===== src/pkg/uoc_pkg.sv =====
// Package for the dual-role USB control block: register map, field positions, states.
// Assumes a plain register port with one-cycle strobes and 32-bit data.
package uoc_pkg;

  // Register word offsets (byte addresses)
  localparam logic [7:0] ADDR_EP0_CTRL = 8'h00;  // endpoint_zero_control
  localparam logic [7:0] ADDR_IEC2     = 8'h04;  // interrupt_enable_second
  localparam logic [7:0] ADDR_OTG_CTRL = 8'h08;  // Role and power control
  localparam logic [7:0] ADDR_OTG_STAT = 8'h0c;  // Role state, read only
  localparam logic [7:0] ADDR_IRQ_STAT = 8'h10;  // Sticky events, clear on read
  localparam logic [7:0] ADDR_IRQ_MASK = 8'h14;  // Event mask

  // Endpoint zero control fields
  localparam int EP_HSHK    = 0;
  localparam int EP_HALT    = 1;
  localparam int EP_TXEN    = 2;
  localparam int EP_RXEN    = 3;
  localparam int EP_CONDIS  = 4;
  localparam int EP_RETRYD  = 6;
  localparam int EP_LSDIR   = 7;
  localparam logic [7:0] EP0_WMASK = 8'hdf;  // Bit 5 reserved

  // Interrupt enable field
  localparam int IEC_USB_IRQ_ENABLE = 25;

  // Role control fields
  localparam int OC_VBUS_ON  = 0;  // Firmware request to power bus
  localparam int OC_HNP_REQ  = 1;  // Request role swap
  localparam int OC_SRP_VBUS = 2;  // Start bus power pulse
  localparam int OC_SRP_DATA = 3;  // Start data-line pulse
  localparam int OC_LOWSPEED = 4;  // Peripheral announces low speed
  localparam int OC_CONNECT  = 5;  // Peripheral pull-up enable

  // Event bits
  localparam int EV_ID_CHG  = 0;
  localparam int EV_ROLE    = 1;
  localparam int EV_SRP_END = 2;
  localparam int EV_USB     = 3;
  localparam int EV_W       = 4;

  // Pulse timing
  localparam int  CLK_HZ       = 25_000_000;
  localparam int  SRP_PULSE_US = 10;
  localparam int  SRP_CYC      = (SRP_PULSE_US * (CLK_HZ / 1_000_000));
  localparam logic [15:0] SRP_CYC_W = 16'(SRP_CYC);

  localparam int MAX_DEV_ADDR = 127;

  typedef enum logic [1:0] {
    SRP_IDLE = 2'b00,
    SRP_VBUS = 2'b01,
    SRP_DATA = 2'b10
  } uoc_srp_t;

endpackage

===== src/logic/uoc_ctrl.sv =====
// Dual-role USB control: endpoint zero bits, interrupt enable, role and bus power.
// Assumes synchronous inputs, one clock, strobes of one cycle from the CPU side.
// How it works
// - Bit 25 of the second interrupt enable register gates the USB interrupt.
// - Every reset clears the whole second interrupt enable register.
// - The ID pin picks host role for a micro-A plug and device role for micro-B.
// - Both ends of a direct link support role swap by host negotiation.
// - An A-device sources bus power while powered, even after a swap.
// - A B-device sources bus power only during a bus power pulse, even as swapped host.
// - A B-device can request a session by bus power pulse or data-line pulse and can negotiate.
// - As peripheral the pull-up goes on D+ for full speed, on D- for low speed.
// - Only the host masters the bus and it may address up to 127 devices.
`timescale 1ns/1ps
`default_nettype none
module uoc_ctrl
  import uoc_pkg::*;
(
  input  wire logic        clk_i,
  input  wire logic        rst_i,
  input  wire logic [7:0]  addr_i,
  input  wire logic [31:0] wdata_i,
  input  wire logic        wr_i,
  input  wire logic        rd_i,
  output logic      [31:0] rdata_o,
  input  wire logic        id_pin_i,       // High: micro-B or no plug
  input  wire logic        hnp_ok_i,       // Partner agreed to swap
  input  wire logic        usb_event_i,    // Pulse from protocol engine
  input  wire logic        tok_setup_i,    // Token kind of current packet
  input  wire logic        tok_in_i,
  input  wire logic        tok_out_i,
  input  wire logic [6:0]  tok_addr_i,
  output logic             ep_accept_o,
  output logic             ep_stall_o,
  output logic             ep_send_hshk_o,
  output logic             host_lsdir_o,
  output logic             host_retry_o,
  output logic             host_mode_o,
  output logic             vbus_drive_o,
  output logic             vbus_discharge_o,
  output logic             dp_pullup_o,
  output logic             dm_pullup_o,
  output logic             irq_o
);

  typedef struct packed {
    logic [31:0]       rdata;
    logic [7:0]        ep0;
    logic              usb_irq_enable;
    logic [5:0]        otg;
    logic              id_prev;
    logic              a_dev;
    logic              swapped;
    uoc_srp_t          srp;
    logic [15:0]       srp_cnt;
    logic [EV_W-1:0]   stat;
    logic [EV_W-1:0]   mask;
  } uoc_state_t;

  uoc_state_t s_q;
  uoc_state_t s_d;

  logic            a_now;
  logic            host_role;
  logic [EV_W-1:0] ev;
  logic            ep_dir_ok;

  // Plug type and role resolution
  assign a_now     = ~id_pin_i;
  assign host_role = s_q.a_dev ^ s_q.swapped;

  // Endpoint direction gating
  always_comb begin
    ep_dir_ok = 1'b0;
    if (tok_setup_i) begin
      ep_dir_ok = ~(s_q.ep0[EP_CONDIS] & s_q.ep0[EP_TXEN] & s_q.ep0[EP_RXEN]);
    end else if (tok_out_i) begin
      ep_dir_ok = host_role ? s_q.ep0[EP_TXEN] : s_q.ep0[EP_RXEN];
    end else if (tok_in_i) begin
      ep_dir_ok = host_role ? s_q.ep0[EP_RXEN] : s_q.ep0[EP_TXEN];
    end
  end

  // Events from hardware
  always_comb begin
    ev              = '0;
    ev[EV_ID_CHG]   = (s_q.id_prev != a_now);
    ev[EV_ROLE]     = hnp_ok_i & s_q.otg[OC_HNP_REQ];
    ev[EV_SRP_END]  = (s_q.srp != SRP_IDLE) && (s_q.srp_cnt == 16'h0001);
    ev[EV_USB]      = usb_event_i;
  end

  // Next-state logic
  always_comb begin
    s_d       = s_q;
    s_d.id_prev = a_now;
    // Plug change ends any swap, unless a negotiated swap lands in the same cycle and toggles it
    if (ev[EV_ID_CHG]) begin
      s_d.a_dev   = a_now;
      s_d.swapped = 1'b0;
    end
    // Negotiated swap, either end may ask
    if (ev[EV_ROLE]) begin
      s_d.swapped        = ~s_q.swapped;
      s_d.otg[OC_HNP_REQ] = 1'b0;
    end
    // Session request pulse sequencer, B-device only
    case (s_q.srp)
      SRP_IDLE: begin
        if (!s_q.a_dev && s_q.otg[OC_SRP_VBUS]) begin
          s_d.srp     = SRP_VBUS;
          s_d.srp_cnt = SRP_CYC_W;
          s_d.otg[OC_SRP_VBUS] = 1'b0;
        end else if (!s_q.a_dev && s_q.otg[OC_SRP_DATA]) begin
          s_d.srp     = SRP_DATA;
          s_d.srp_cnt = SRP_CYC_W;
          s_d.otg[OC_SRP_DATA] = 1'b0;
        end else begin
          s_d.otg[OC_SRP_VBUS] = 1'b0;
          s_d.otg[OC_SRP_DATA] = 1'b0;
        end
      end
      SRP_VBUS, SRP_DATA: begin
        s_d.srp_cnt = s_q.srp_cnt - 16'h0001;
        if (s_q.srp_cnt == 16'h0001) begin
          s_d.srp = SRP_IDLE;
        end
      end
      default: s_d.srp = SRP_IDLE;
    endcase
    // Register writes
    if (wr_i) begin
      case (addr_i)
        ADDR_EP0_CTRL: s_d.ep0   = wdata_i[7:0] & EP0_WMASK;
        ADDR_IEC2:     s_d.usb_irq_enable = wdata_i[IEC_USB_IRQ_ENABLE];
        ADDR_OTG_CTRL: s_d.otg   = wdata_i[5:0];
        ADDR_IRQ_MASK: s_d.mask  = wdata_i[EV_W-1:0];
        default: ;
      endcase
    end
    // Read data, one cycle later
    s_d.rdata = '0;
    if (rd_i) begin
      case (addr_i)
        ADDR_EP0_CTRL: s_d.rdata = {24'h0, s_q.ep0};
        ADDR_IEC2:     s_d.rdata = 32'(s_q.usb_irq_enable) << IEC_USB_IRQ_ENABLE;
        ADDR_OTG_CTRL: s_d.rdata = {26'h0, s_q.otg};
        ADDR_OTG_STAT: s_d.rdata = {26'h0, s_q.srp, s_q.swapped, host_role, s_q.a_dev,
                                    id_pin_i};
        ADDR_IRQ_STAT: s_d.rdata = {28'h0, s_q.stat};
        ADDR_IRQ_MASK: s_d.rdata = {28'h0, s_q.mask};
        default:       s_d.rdata = '0;
      endcase
    end
    // Sticky status: read clears, a new event wins
    if (rd_i && addr_i == ADDR_IRQ_STAT) begin
      s_d.stat = ev;
    end else begin
      s_d.stat = s_q.stat | ev;
    end
    // All resets clear everything including the enable register
    if (rst_i) begin
      s_d = '0;
      s_d.a_dev   = 1'b0;
      s_d.id_prev = 1'b0;
    end
  end

  // State register
  always_ff @(posedge clk_i) begin
    s_q <= s_d;
  end

  // Endpoint answers
  assign ep_accept_o    = ep_dir_ok & ~s_q.ep0[EP_HALT];
  assign ep_stall_o     = s_q.ep0[EP_HALT];
  assign ep_send_hshk_o = s_q.ep0[EP_HSHK];
  // Host-only endpoint zero extras
  assign host_lsdir_o = host_role & s_q.ep0[EP_LSDIR];
  assign host_retry_o = host_role & ~s_q.ep0[EP_RETRYD];
  // Host is the sole master; device address range checked here against MAX_DEV_ADDR
  assign host_mode_o = host_role & (tok_addr_i <= 7'(MAX_DEV_ADDR));
  // Bus power: A-device keeps it while OC_VBUS_ON is set, a B-device only for its bus power pulse
  assign vbus_drive_o = (s_q.a_dev & s_q.otg[OC_VBUS_ON])
                      | (s_q.srp == SRP_VBUS);
  assign vbus_discharge_o = ~s_q.a_dev & (s_q.srp == SRP_IDLE);
  // Speed pull-ups as peripheral, D+ also pulses for data-line request
  assign dp_pullup_o = (~host_role & s_q.otg[OC_CONNECT] & ~s_q.otg[OC_LOWSPEED])
                     | (s_q.srp == SRP_DATA);
  assign dm_pullup_o = ~host_role & s_q.otg[OC_CONNECT] & s_q.otg[OC_LOWSPEED];
  assign rdata_o = s_q.rdata;
  // Interrupt level gated by the USB enable
  assign irq_o = s_q.usb_irq_enable & |(s_q.stat & s_q.mask);
endmodule
`default_nettype wire


===== config.mk =====
export PLATFORM = sky130hd
export DESIGN_NAME = uoc_ctrl
export DESIGN_NICKNAME = d
export VERILOG_FILES = /design/src/pkg/uoc_pkg.sv /design/src/logic/uoc_ctrl.sv
export SDC_FILE = /design/constraint.sdc
export NUM_CORES = 1
export LEC_CHECK = 0
export ABC_AREA = 1
export BUFFER_PORTS_ARGS = -buffer_cell sky130_fd_sc_hd__buf_4
export CAP_MARGIN = 20
export CORE_AREA = 2 2 81 83
export CTS_CLUSTER_SIZE = 30
export DETAILED_ROUTE_END_ITERATION = 12
export DIE_AREA = 0 0 83 85
export GPL_TIMING_DRIVEN = 1
export PLACE_DENSITY = 0.82
export SLEW_MARGIN = 40
export SYNTH_ARGS = -nofsm -noshare
export SYNTH_HDL_FRONTEND = slang
export SYNTH_SLANG_ARGS = --single-unit
export TNS_END_PERCENT = 5

===== constraint.sdc =====
create_clock -name clk_i -period 4.05 [get_ports clk_i]
set_clock_uncertainty 0.05 [all_clocks]
set_input_delay 0.2025 -clock clk_i [delete_from_list [all_inputs] [get_ports clk_i]]
set_output_delay 0.2025 -clock clk_i [all_outputs]
set_load 0.02 [all_outputs]

==> key figures <==
Floorplanning
  • Die width: 83 µm
  • Initial Util: 48.92%
  • Site row count: 29
  • Core area: between 0.006 and 0.007 mm²
  • Die Span Y: 85 µm
  • Io pins: 100
  • Die area: 0.007055 mm²

Clock network
  • Setup bufs post-CTS: 0
  • CTS tree: built
  • Worst-case clock buffer depth: 2
  • Sink Count: 52
  • CTS resizes: 0
  • Root Buffer Master: clkbuf_8
  • Worst-skew pair later-pin latency: between 300 and 400 ps
  • H-tree Lvls: 2
  • TritonCTS buffer count: 5
  • CTS clock-pin slew for the worst setup and hold paths: approximately 100 ps
  • Hold Buf Count CTS: 0

Timing
  • Tightest Pin Transition: 548.3 ps
  • Final hold vios: 0
  • Final Critical Period: 1929 ps
  • RSZ-0062 raised after global routing: no
  • Tcrit/Tclk final: 47.64%
  • Relative slew slack: 63.22%
  • Fmax achieved: 0.5183 GHz
  • # setup viols final: 0
  • Setup TNS: 0 ps
  • Max-slew violations: 0

Synth
  • Synthesized area per cell: 6.745 µm²
  • Post-synthesis cell count: 450
  • Warnings, synthesis: 0
  • Netlist cell types: 38
  • FF+latch count, synth: 52
  • Synthesized area: 0.003035 mm²
  • Share of the yosys chip area belonging to registers: 34.30%

Outcome
  • Outcome: finished clean

Power and ir drop
  • Worst VDD drop: 0.4594 mV
  • Clock power share: 23.9%
  • Combinational share of power: about 38%
  • P_int: 950.0 µW
  • P_sw: 605.9 µW
  • Sequential share of power: 38.5%
  • Pwr per Cell Area: 460.6 mW/mm²
  • Leakage: 0.001521 µW
  • Net Sw Frac: 38.94%

Global routing
  • Largest net degree at the start of global routing: 23
  • Global route total overflow: 0
  • First-pass GRT wire length: 11430 µm
  • Antenna violations before repair: 0
  • GRT Util Overall: 19.21%
  • Vias in the first global route: 2646

Worst setup path
  • Crit. End Element: flip-flop
  • Crit Path Max Fanout: 22
  • Worst EP required: 4210 ps
  • CP startpoint kind: flip-flop
  • WP data arrival: 2090 ps
  • Crit path from: s_q[24]$_SDFFE_PP0P_
  • Setup CP Type: reg2reg
  • Reg2reg start: s_q[24]$_SDFFE_PP0P_

Detailed routing
  • WL final: around 6600 µm
  • Final antenna-violating net count: 0
  • First-pass DRT Iterations: 5
  • Avg Vias per Cell: 4.996
  • WL/cell: about 12 µm
  • Total number of vias: between 2000 and 3000
  • Detailed Route Iter0 Violations: 132
  • # DRC: 0

Min path
  • Worst Hold Launch: id_pin_i
  • Hold Crit Class: in2reg

Place
  • RePlAce Congestion: 0.9159
  • PortBufs: 46
  • Placed Cells: approximately 550
  • HPWL after DPL: 5059 µm

Finish
  • Diode count: 0
  • Core Util, Final: between 50% and 60%
  • Final non-filler cell total: around 560
  • Area Growth Syn to Fin: 11.29%
  • Fraction of layout cells with a size suffix above 1: 17.73%
  • Layout Nets: 546

Run
  • Max-Cap Viols: 0
[flip-flops by register name, indices dropped and copies added, names as in the netlist]
| signal | count |
|---|---|
| s_q | 41 |
| rdata_o | 9 |
| ep_send_hshk_o | 1 |
| ep_stall_o | 1 |
[Yosys cell counts (all sizes together)]
library cell  instances  share of area [%]
inv                  48                5.9
or2                   2               0.41
o21ai                13                2.1
nand2               100                 14
a41oi                 1               0.29
nor3b                 1               0.25
conb                  1               0.12
nand4                 3               0.62
nand3                51                8.7
nor2                 79                 11
a41o                  1               0.33
buf                  40                9.6
a21oi                27                4.5
clkbuf                1               0.12
o21a                  4               0.99
o21bai                1               0.25
a21boi                2               0.49
dfxtp                52                 34
clkinv                3               0.45
nand3b               10                2.7
nor3                  3               0.87
o22ai                 1               0.21
ha                    5                2.1
a21o                  1               0.25
[critical path, stage by stage, from the launching register on]
cell and delay [ps]:
dfxtp_1 410, inv_1 90, ha_1 450, nand2_1 140
nand2_4 230, nand2_2 90, nand2_2 100, clkinv_2 140
nand2_1 90, nor2_1 40
[layout by cell type, fill, tap and decap left out, types with 2 or more instances in the layout]
cell type and count:
nor3_1 2, o21a_1 4, nand3b_2 2, nor2_2 4
conb_1 23, nand3b_1 8, clkinv_2 2, clkbuf_8 5
inv_1 41, nand2_2 8, nand4_1 3, nand3_2 2
o21ai_0 6, o21ai_1 7, dfxtp_1 52, nor2_4 3
nand3_1 49, a21oi_1 27, ha_1 5, buf_4 46
inv_2 7, nand2_1 90, nand2_4 2, nor2_1 72
a21boi_0 2
[layout make-up]
cell class | instances | area, µm²
clock buffer | 5 | 68.82
clock inverter | 3 | 46.29
fill | 598 | 2826
inverter | 51 | 193.9
multi-input combinational | 328 | 1587
sequential | 52 | 1041
tap | 77 | 96.34
timing repair buffer | 46 | 345.3
[kinds of logic after synthesis]
group / synth area share, %
AOI/OAI and AO/OA: 9.398
adders and majority gates: 2.061
buffers and inverters: 16.16
DFF: 34.30
other: 0.1235
and+or+nand+nor: 37.96
[final timing paths]
path	cells past startpoint	slack (ps)	endpoint
min	2	40	s_q[28]$_SDFF_PP0_
max	9	2120	s_q[23]$_SDFFE_PP0P_
max reg2reg	9	2120	s_q[23]$_SDFFE_PP0P_
min reg2reg	2	440	rdata_o[7]$_SDFF_PP0_
[through the flow]
| step | area, µm² | hold WS [ps] | power [µW] | setup WS (ps) |
|---|---|---|---|---|
| floorplan | 3118 | 224.9 | 1072 | 2529 |
| CTS | 3378 | 29.35 | 1560 | 2094 |
| finish | 3378 | 35.01 | 1556 | 2121 |
| global route | 3378 | 29.16 | 1669 | 1873 |
| detailed placement | 3263 | 355.0 | 1190 | 2110 |
| global placement | 3263 | 351.0 | 1169 | 2157 |
[per-layer routing]
metal	GRT usage, %	part of all wire [%]
met1	22.69	43
met2	34.46	49
met3	3.794	5.5
met4	7.303	2.3
met5	0	0
[power by group through the flow]
stage | Sequential [µW] | Combinational (µW) | Clock [µW]
6_report | 600 | 584 | 372
4_1_cts | 599 | 583 | 378
3_5_place_dp | 611 | 579 | 0
5_1_grt | 608 | 665 | 397
3_3_place_gp | 608 | 561 | 0
2_1_floorplan | 600 | 472 | 0
(Power assumes the default switching activity.)
